<file path="src/core/dsi_pkg.sv">
// constants, fault classes and lamp modes for the drive status and i/o block
// assumes one 125 mhz system clock shared by every user of this package
package dsi_pkg;

	// ----------------------------------------------------------------
	// clock and timing
	// ----------------------------------------------------------------
	localparam longint CLK_PERIOD_NS = 8;
	localparam longint BRAKE_DELAY_NS = 333_333_333; // one third of a second
	// least time, so round up to whole cycles
	localparam int BRAKE_DELAY_CYC = int'((BRAKE_DELAY_NS + CLK_PERIOD_NS - 1) / CLK_PERIOD_NS);
	localparam longint BLINK_PERIOD_NS = 500_000_000;
	localparam longint BLINK_ON_NS = 250_000_000;
	localparam int BLINK_PERIOD_CYC = int'(BLINK_PERIOD_NS / CLK_PERIOD_NS);
	localparam int BLINK_ON_CYC = int'(BLINK_ON_NS / CLK_PERIOD_NS);

	// ----------------------------------------------------------------
	// sizes and field positions
	// ----------------------------------------------------------------
	localparam int NUM_GPI = 6;
	localparam int NUM_GPO = 2;
	localparam int NUM_FLT = 8;
	localparam int SRC_W = 16;
	localparam int SEL_W = 4;
	localparam int FOLLOW_SHIFT = 3; // warning at one eighth of the limit

	// fault class bit positions; lower index wins a tie
	localparam int FLT_MOTION = 0;
	localparam int FLT_OVERV = 1;
	localparam int FLT_UNDERV = 2;
	localparam int FLT_OVERCUR = 3;
	localparam int FLT_COMM = 4;
	localparam int FLT_INTERNAL = 5;
	localparam int FLT_FOLLOW = 6;
	localparam int FLT_OTHER = 7;

	// status source bit positions for the outputs
	localparam int SRC_FAULT_STOP = 0;
	localparam int SRC_FOLLOW_WARN = 1;
	localparam int SRC_TARGET = 2;
	localparam int SRC_READY = 3;
	localparam int SRC_HOMING = 4;
	localparam int SRC_HOME_SW = 5;
	localparam int SRC_FLT_BASE = 6;
	localparam int SRC_DISABLED = 14;

	// ----------------------------------------------------------------
	// lamp modes and per-lamp patterns
	// ----------------------------------------------------------------
	typedef enum logic [5:0] {
		LM_UNCFG = 6'h01,
		LM_INIT = 6'h02,
		LM_RUN = 6'h04,
		LM_RECOV = 6'h08,
		LM_DISABLED = 6'h10,
		LM_FAULT = 6'h20
	} dsi_lamp_mode_t;

	typedef enum logic [1:0] {
		LP_OFF = 2'h0,
		LP_ON = 2'h1,
		LP_BLINK = 2'h2
	} dsi_lamp_pat_t;

	// values after reset
	localparam logic [5:0] GPI_RST = 6'h00;
	localparam logic [2:0] FLT_IDX_RST = 3'h0;

endpackage

</file>
<file path="src/core/dsi_top.sv">
// status outputs, user input decoding, status lamps and brake timing
// assumes fault and state flags come from logic on i_sys_clk, while the
// general-purpose input pins and the home switch arrive asynchronously
`timescale 1ns/1ps
`default_nettype none

// Operation
// each of two outputs shows one configured status or fault bit
// fault-stop source is high while the drive is stopped by any fault
// tracking warning when following error exceeds one eighth of fault limit
// target-reached source is high once the motion command completes
// servo-ready source is high while user motion commands are accepted
// homing-active source follows homing; home-switch source mirrors the switch
// each of six inputs can drive one or more internal functions
// disable input level stops motor control and lets the motor free-wheel
// rising edge on clear-fault input clears all active faults
// rising edge on homing-start input begins homing
// rising edge on sequence input starts the sequence linked to it
// several functions may share one input pin
// lamps show only the first latched fault, later ones ignored
// unconfigured: green blinks, outputs off, brake engaged until power cycle
// initialisation: green and blue blink, motor driven, brake released
// recovering: green blinks, blue steady, motor driven, brake released
// motion fault: green and red blink, electric braking, brake engaged
// bus voltage fault: blue and red blink; brake under, float over
// overcurrent: green and red blink, blue on, outputs float, brake
// communication fault: all lamps blink, electric braking, brake engaged
// internal fault: green blinks, blue and red on, outputs float
// mechanical brake engages one third second after error or disable
// inputs are synchronised and rising edges become single-cycle pulses
// blinking comes from one shared divider with parameter period and duty
module dsi_top
	import dsi_pkg::*;
#(
	parameter int BRAKE_DLY = BRAKE_DELAY_CYC,
	parameter int BLINK_PER = BLINK_PERIOD_CYC,
	parameter int BLINK_ON = BLINK_ON_CYC
)
(
	// clock and reset
	input wire logic i_sys_clk,
	input wire logic i_sys_rst,
	// pins from the machine controller
	input wire logic [NUM_GPI-1:0] i_gpi,
	input wire logic i_home_sw,
	// configuration
	input wire logic [SEL_W-1:0] i_gpo0_sel,
	input wire logic [SEL_W-1:0] i_gpo1_sel,
	input wire logic [NUM_GPI-1:0] i_map_disable,
	input wire logic [NUM_GPI-1:0] i_map_clear,
	input wire logic [NUM_GPI-1:0] i_map_home,
	input wire logic [NUM_GPI-1:0] i_map_seq,
	// drive state
	input wire logic i_unconfigured,
	input wire logic i_init_active,
	input wire logic i_recovering,
	input wire logic i_servo_ready,
	input wire logic i_motion_done,
	input wire logic i_homing_active,
	input wire logic [15:0] i_follow_err,
	input wire logic [13:0] i_follow_limit,
	input wire logic [NUM_FLT-1:0] i_fault,
	// user outputs and actions
	output logic [NUM_GPO-1:0] o_gpo,
	output logic o_disable,
	output logic o_clear_faults,
	output logic o_home_start,
	output logic [NUM_GPI-1:0] o_seq_start,
	// lamps
	output logic o_green_indicator,
	output logic o_blue_indicator,
	output logic o_red_indicator,
	// motor stage, brake and fault latch
	output logic o_motor_hiz,
	output logic o_motor_brake,
	output logic o_mech_brake,
	output logic o_fault_stop,
	output logic [2:0] o_first_fault
);

	// ----------------------------------------------------------------
	// state
	// ----------------------------------------------------------------
	typedef struct packed {
		logic [NUM_GPI-1:0] gpi_s1;
		logic [NUM_GPI-1:0] gpi_s2;
		logic [NUM_GPI-1:0] gpi_s3;
		logic [NUM_GPI-1:0] gpi_lvl;
		logic hsw_s1;
		logic hsw_s2;
		logic hsw_s3;
		logic hsw_lvl;
		logic uncfg;
		logic flt_valid;
		logic [2:0] flt_idx;
		dsi_lamp_mode_t mode;
		logic [31:0] brk_cnt;
		logic [31:0] blk_cnt;
		logic blink;
		logic [NUM_GPO-1:0] gpo;
		logic dis;
		logic clr;
		logic home;
		logic [NUM_GPI-1:0] seq;
		logic green;
		logic blue;
		logic red;
		logic hiz;
		logic ebrk;
		logic mbrk;
	} dsi_state_t;

	dsi_state_t st_r;
	dsi_state_t st_nxt;

	// ----------------------------------------------------------------
	// lamp pattern to level
	// ----------------------------------------------------------------
	function automatic logic lamp(input dsi_lamp_pat_t p, input logic b);
		lamp = (p == LP_ON) | ((p == LP_BLINK) & b);
	endfunction

	// ----------------------------------------------------------------
	// next state
	// ----------------------------------------------------------------
	logic [NUM_GPI-1:0] rise;
	logic [SRC_W-1:0] src;
	logic clr_now;
	logic stopped;
	dsi_lamp_pat_t pg;
	dsi_lamp_pat_t pb;
	dsi_lamp_pat_t pr;

	always_comb
	begin
		st_nxt = st_r;
		pg = LP_OFF;
		pb = LP_OFF;
		pr = LP_OFF;

		// three-stage synchronisers, level taken when stages two and three agree
		st_nxt.gpi_s1 = i_gpi;
		st_nxt.gpi_s2 = st_r.gpi_s1;
		st_nxt.gpi_s3 = st_r.gpi_s2;
		// per bit: agreeing stages set the level, disagreeing stages keep the old one
		st_nxt.gpi_lvl = (st_r.gpi_s2 & st_r.gpi_s3) |
			(st_r.gpi_lvl & (st_r.gpi_s2 ^ st_r.gpi_s3));
		st_nxt.hsw_s1 = i_home_sw;
		st_nxt.hsw_s2 = st_r.hsw_s1;
		st_nxt.hsw_s3 = st_r.hsw_s2;
		if (st_r.hsw_s2 == st_r.hsw_s3)
		begin
			st_nxt.hsw_lvl = st_r.hsw_s2;
		end
		rise = st_nxt.gpi_lvl & ~st_r.gpi_lvl;

		// input functions, any mix may share a pin
		st_nxt.dis = |(st_r.gpi_lvl & i_map_disable);
		st_nxt.clr = |(rise & i_map_clear);
		st_nxt.home = |(rise & i_map_home);
		st_nxt.seq = rise & i_map_seq;
		clr_now = st_r.clr;

		// unconfigured latches until reset, i.e. logic power cycle
		if (i_unconfigured)
		begin
			st_nxt.uncfg = 1'b1;
		end

		// first fault latch: clear drops it, a fault in the same cycle wins
		if (clr_now)
		begin
			st_nxt.flt_valid = 1'b0;
		end
		if (!st_nxt.flt_valid && (|i_fault))
		begin
			st_nxt.flt_valid = 1'b1;
			for (int k = NUM_FLT - 1; k >= 0; k--)
			begin
				if (i_fault[k])
				begin
					st_nxt.flt_idx = 3'(k);
				end
			end
		end

		// status sources
		src = '0;
		src[SRC_FAULT_STOP] = st_r.flt_valid;
		src[SRC_FOLLOW_WARN] = i_follow_err >
			{5'h00, i_follow_limit[13:FOLLOW_SHIFT]};
		src[SRC_TARGET] = i_motion_done;
		src[SRC_READY] = i_servo_ready;
		src[SRC_HOMING] = i_homing_active;
		src[SRC_HOME_SW] = st_r.hsw_lvl;
		src[SRC_FLT_BASE +: NUM_FLT] = i_fault;
		src[SRC_DISABLED] = st_r.dis;
		st_nxt.gpo[0] = src[i_gpo0_sel];
		st_nxt.gpo[1] = src[i_gpo1_sel];

		// operating mode for lamps and motor stage
		if (st_r.uncfg)
		begin
			st_nxt.mode = LM_UNCFG;
		end
		else if (st_r.flt_valid)
		begin
			st_nxt.mode = LM_FAULT;
		end
		else if (st_r.dis)
		begin
			st_nxt.mode = LM_DISABLED;
		end
		else if (i_recovering)
		begin
			st_nxt.mode = LM_RECOV;
		end
		else if (i_init_active)
		begin
			st_nxt.mode = LM_INIT;
		end
		else
		begin
			st_nxt.mode = LM_RUN;
		end

		// shared blink divider
		if (st_r.blk_cnt >= 32'(BLINK_PER - 1))
		begin
			st_nxt.blk_cnt = '0;
		end
		else
		begin
			st_nxt.blk_cnt = st_r.blk_cnt + 32'h1;
		end
		st_nxt.blink = st_r.blk_cnt < 32'(BLINK_ON);

		// lamp patterns and motor stage per mode
		st_nxt.hiz = 1'b0;
		st_nxt.ebrk = 1'b0;
		stopped = 1'b0;
		case (st_r.mode)
			LM_UNCFG:
			begin
				pg = LP_BLINK;
				st_nxt.hiz = 1'b1;
			end
			LM_INIT:
			begin
				pg = LP_BLINK;
				pb = LP_BLINK;
			end
			LM_RUN:
			begin
				pb = LP_ON;
			end
			LM_RECOV:
			begin
				pg = LP_BLINK;
				pb = LP_ON;
			end
			LM_DISABLED:
			begin
				pb = LP_BLINK;
				st_nxt.hiz = 1'b1;
				stopped = 1'b1;
			end
			LM_FAULT:
			begin
				stopped = 1'b1;
				st_nxt.ebrk = 1'b1;
				case (st_r.flt_idx)
					3'(FLT_MOTION):
					begin
						pg = LP_BLINK;
						pr = LP_BLINK;
					end
					3'(FLT_OVERV):
					begin
						pb = LP_BLINK;
						pr = LP_BLINK;
						st_nxt.ebrk = 1'b0;
						st_nxt.hiz = 1'b1;
					end
					3'(FLT_UNDERV):
					begin
						pb = LP_BLINK;
						pr = LP_BLINK;
					end
					3'(FLT_OVERCUR):
					begin
						pg = LP_BLINK;
						pb = LP_ON;
						pr = LP_BLINK;
						st_nxt.ebrk = 1'b0;
						st_nxt.hiz = 1'b1;
					end
					3'(FLT_COMM):
					begin
						pg = LP_BLINK;
						pb = LP_BLINK;
						pr = LP_BLINK;
					end
					3'(FLT_INTERNAL):
					begin
						pg = LP_BLINK;
						pb = LP_ON;
						pr = LP_ON;
						st_nxt.ebrk = 1'b0;
						st_nxt.hiz = 1'b1;
					end
					3'(FLT_FOLLOW):
					begin
						pr = LP_BLINK;
					end
					default:
					begin
						pr = LP_ON;
					end
				endcase
			end
			default:
			begin
				st_nxt.hiz = 1'b1;
			end
		endcase
		st_nxt.green = lamp(pg, st_r.blink);
		st_nxt.blue = lamp(pb, st_r.blink);
		st_nxt.red = lamp(pr, st_r.blink);

		// mechanical brake: immediate when unconfigured, delayed when stopped
		if (!stopped)
		begin
			st_nxt.brk_cnt = '0;
		end
		else if (st_r.brk_cnt < 32'(BRAKE_DLY))
		begin
			st_nxt.brk_cnt = st_r.brk_cnt + 32'h1;
		end
		st_nxt.mbrk = (st_r.mode == LM_UNCFG) |
			(stopped & (st_r.brk_cnt >= 32'(BRAKE_DLY)));
	end

	// ----------------------------------------------------------------
	// state register
	// ----------------------------------------------------------------
	always_ff @(posedge i_sys_clk)
	begin
		if (i_sys_rst)
		begin
			st_r <= '0;
			st_r.mode <= LM_RUN;
			st_r.gpi_lvl <= GPI_RST;
			st_r.flt_idx <= FLT_IDX_RST;
			st_r.hiz <= 1'b1;
		end
		else
		begin
			st_r <= st_nxt;
		end
	end

	// ----------------------------------------------------------------
	// outputs, all straight from the state register
	// ----------------------------------------------------------------
	assign o_gpo = st_r.gpo;
	assign o_disable = st_r.dis;
	assign o_clear_faults = st_r.clr;
	assign o_home_start = st_r.home;
	assign o_seq_start = st_r.seq;
	assign o_green_indicator = st_r.green;
	assign o_blue_indicator = st_r.blue;
	assign o_red_indicator = st_r.red;
	assign o_motor_hiz = st_r.hiz;
	assign o_motor_brake = st_r.ebrk;
	assign o_mech_brake = st_r.mbrk;
	assign o_fault_stop = st_r.flt_valid;
	assign o_first_fault = st_r.flt_idx;

endmodule

`default_nettype wire

</file>
<file path="config.mk">
export PLATFORM = sky130hd
export DESIGN_NAME = dsi_top
export DESIGN_NICKNAME = d
export VERILOG_FILES = /design/src/core/dsi_pkg.sv /design/src/core/dsi_top.sv
export SDC_FILE = /design/constraint.sdc
export NUM_CORES = 1
export LEC_CHECK = 0
export ABC_AREA = 1
export BUFFER_PORTS_ARGS = -buffer_cell sky130_fd_sc_hd__clkbuf_2
export CORE_ASPECT_RATIO = 2
export CORE_MARGIN = 4
export CORE_UTILIZATION = 42
export CTS_CLUSTER_DIAMETER = 200
export DETAILED_ROUTE_END_ITERATION = 16
export SLEW_MARGIN = 20
export SYNTH_ARGS = -nofsm -noshare
export SYNTH_HDL_FRONTEND = slang
export SYNTH_SLANG_ARGS = --single-unit
</file>
<file path="constraint.sdc">
create_clock -name i_sys_clk -period 2.2 [get_ports i_sys_clk]
set_input_delay 0.55 -clock i_sys_clk [delete_from_list [all_inputs] [get_ports i_sys_clk]]
set_output_delay 0.55 -clock i_sys_clk [all_outputs]
set_load 0.01 [all_outputs]
</file>
==> metrics.txt <==
status=finished, final reports clean; internal cell power=4280 uW; clock skew=slightly below 8 ps; ANT nets after route=0; Max Root-Sink Buffers=2; RSZ-0062 raised after global routing=no; global-route wire length before repair=approximately 26000 um; total die area=16800 sq um; Hold Violations, Final=0; ANT cells=0; Top Ports=106; Critical R2R Launch=st_r[50]$_SDFFE_PP0P_; IO Port Bufs=102; worst hold start=i_gpi[5]; Unique masters post-synth=46; synthesized area=6150 sq um; Final nets=1092; Starting Density=around 43%; Vias/cell=4.88; Reg power frac=40.5%; clk_lat worst skew=410 ps; Async SR Flop Fraction=0%; Max-Cap Viols=0; WP data arrival=between 2000 and 2500 ps; VDD IR max=roughly 650 uV; synthesized area per cell=7.00 sq um; crit path to=st_r[63]$_SDFFE_PP0P_; WS Path Type=flop to flop; fmax=517 MHz; Mapped Cells=879; H-tree levels=4; Comb pwr share=5.4%; largest cells by area after synthesis=dfxtp_1 (39%), nand2_1 (9.9%), inv_1 (8.7%); R2R cell count=11; sequential share of the synthesized area=between 30% and 40%; main flop type after synthesis=dfxtp_1; Via Count=5821; Total Wirelength=about 16000 um; std cell rows=slightly above 60; DR DRC count=0; share of layout cells above drive strength 1=between 15 and 20%; Area growth syn-to-layout=21.5%; initial DRC count=235; CTS tree=yes; HPWL after DPL=13100 um; Die Y=around 180 um; CTS Buf Count=17; Detailed Routing Iterations Pass 1=5; post-route setup TNS=0 ps; clk slew on worst S/H paths=60 ps; #FFs+latches synth=121; Die W=93.6 um; Post-synth top cells=nand2_1 (162), inv_1 (142), nor2_1 (132), dfxtp_1 (121), a21oi_1 (67); Sw Pwr=1280 uW; fin crit share=87.8%; Hold WC Path Type=input pin to flop; hold_buf cts=0; postcts setup bufs=0; vias in the first global route=approximately 5.7k; # setup viols final=0; CP startpoint=st_r[50]$_SDFFE_PP0P_; top-count cell post-synth=nand2_1; Sw Ratio=approximately 23%; CP Capture Type=flop; worst r2r dst=st_r[63]$_SDFFE_PP0P_; pins over their slew limit=0; CTS Sinks=121; # resized after CTS=0; detailed-route wire length per cell=~14 um; Critical Path Source Type=flop; share of the synthesized area in the top cell type=39.4%; initial antenna violation count=0; final core occ=between 50% and 60%; Congestion Overflow GR=0; worst path required time=2500 ps; largest net degree at the start of global routing=39; YS warnings=0; post-synth top area cell=dfxtp_1; GP Congestion=0.926; Clk network pwr share=a little over half; core area=14400 sq um; flop2flop setup slack=270 ps; Post-synth EDFFs=0; leakage power=0.00323 uW; Period minus WS final=1930 ps; CTS Root Cell=clkbuf_16; power per cell area=743 nW/um^2; GRT Total Usage=19.6%; maximum fanout along the worst path=10
metal layers:
metal	up-vias	track usage (%)	wire [um]
met5	-	0	0
met4	0	9.16	561
met3	36	3.44	401
met2	118	41.7	9960
met1	2651	16.5	5280
li1	3016	-	-
kinds of logic (layout without fill, tap and decap cells):
logic type               Yosys count  count (layout)  share of synthesized area, %
adder cells (fa/ha/maj)           19              19                          3.86
AND/OR/NAND/NOR                  423             423                          31.2
flip-flops                       121             121                          39.4
AO/OA/AOI/OAI                    122             122                          11.0
buffers and inverters            173             290                          11.6
other                              1               6                        0.0609
XOR/XNOR                          20              20                          2.85
flip-flops by register name, summed over array words and instances, names as in the netlist:
signal             count
o_mech_brake           1
o_motor_hiz            1
o_blue_indicator       1
st_nxt                14
o_seq_start            6
o_red_indicator        1
o_green_indicator      1
o_home_start           1
src                    1
o_gpo                  2
o_first_fault          3
st_r                  85
o_clear_faults         1
o_motor_brake          1
o_fault_stop           1
o_disable              1
placed cells by master (no fill, tap or decap), types with 3 or more instances in the layout:
| master | count |
|---|---|
| nor2_4 | 3 |
| conb_1 | 6 |
| nor3_1 | 25 |
| nor3_2 | 3 |
| nand3_1 | 38 |
| inv_6 | 6 |
| nor2_2 | 5 |
| clkbuf_2 | 102 |
| nand4_1 | 25 |
| nor2_1 | 132 |
| ha_1 | 19 |
| o31ai_1 | 3 |
| o22ai_1 | 3 |
| or2_2 | 5 |
| xnor2_1 | 5 |
| buf_4 | 8 |
| nand2_2 | 5 |
| xor2_1 | 15 |
| o21ai_0 | 32 |
| dfxtp_1 | 121 |
| inv_2 | 5 |
| clkbuf_16 | 17 |
| a31oi_1 | 4 |
| nand2_1 | 162 |
| a21oi_1 | 67 |
| inv_1 | 142 |
| nor3b_1 | 5 |
| nand3_2 | 3 |
| clkinv_4 | 3 |
| bufinv_16 | 4 |
worst min path at each step:
stage                                        end  slack, ps  cells after the start
after floorplan           st_nxt[103]$_SDFF_PP0_        390                      2
after global placement    st_nxt[108]$_SDFF_PP0_        390                      2
after detailed placement  st_nxt[106]$_SDFF_PP0_        390                      2
after CTS                  st_nxt[95]$_SDFF_PP0_        310                      3
after global routing      st_nxt[110]$_SDFF_PP0_        310                      3
final                     st_nxt[114]$_SDFF_PP0_        330                      3
critical path, cell delays in order, from the launching register on:
cell and delay (ps):
dfxtp_1 350, ha_1 300, nand2_1 100, nand4_1 140, nand3_1 120, nand2_1 60, nand2_1 120, nand2_2 90
inv_2 190, nand3_1 130, o21ai_0 170, nor2_1 60
power groups by stage:
stage               Combinational [uW]  Clock (uW)  Sequential, uW
floorplan                          174           0            2300
detailed placement                 306           0            2300
finish                             302        3000            2250
global placement                   302           0            2300
global route                       350        3140            2260
CTS                                308        3050            2250
final cells by class:
cell class / count / area [sq um]
clock buffer: 17 / 425
clock inverter: 15 / 214
fill: 1466 / 6870
inverter: 147 / 552
multi-input combinational: 590 / 3030
sequential: 121 / 2420
tap: 192 / 240
timing repair buffer: 111 / 591
metrics by stage:
step / cells / instance area [sq um] / total power [uW] / setup slack [ps] / hold slack (ps)
6_report: 1193 / 7480 / 5560 / 267 / 326
5_1_grt: 1193 / 7480 / 5750 / 75.4 / 314
2_1_floorplan: 884 / 6170 / 2470 / 567 / 388
3_5_place_dp: 1161 / 6840 / 2610 / 261 / 394
4_1_cts: 1193 / 7480 / 5620 / 244 / 313
3_3_place_gp: 1161 / 6840 / 2600 / 260 / 389
Power figures use the tool's default switching activity.
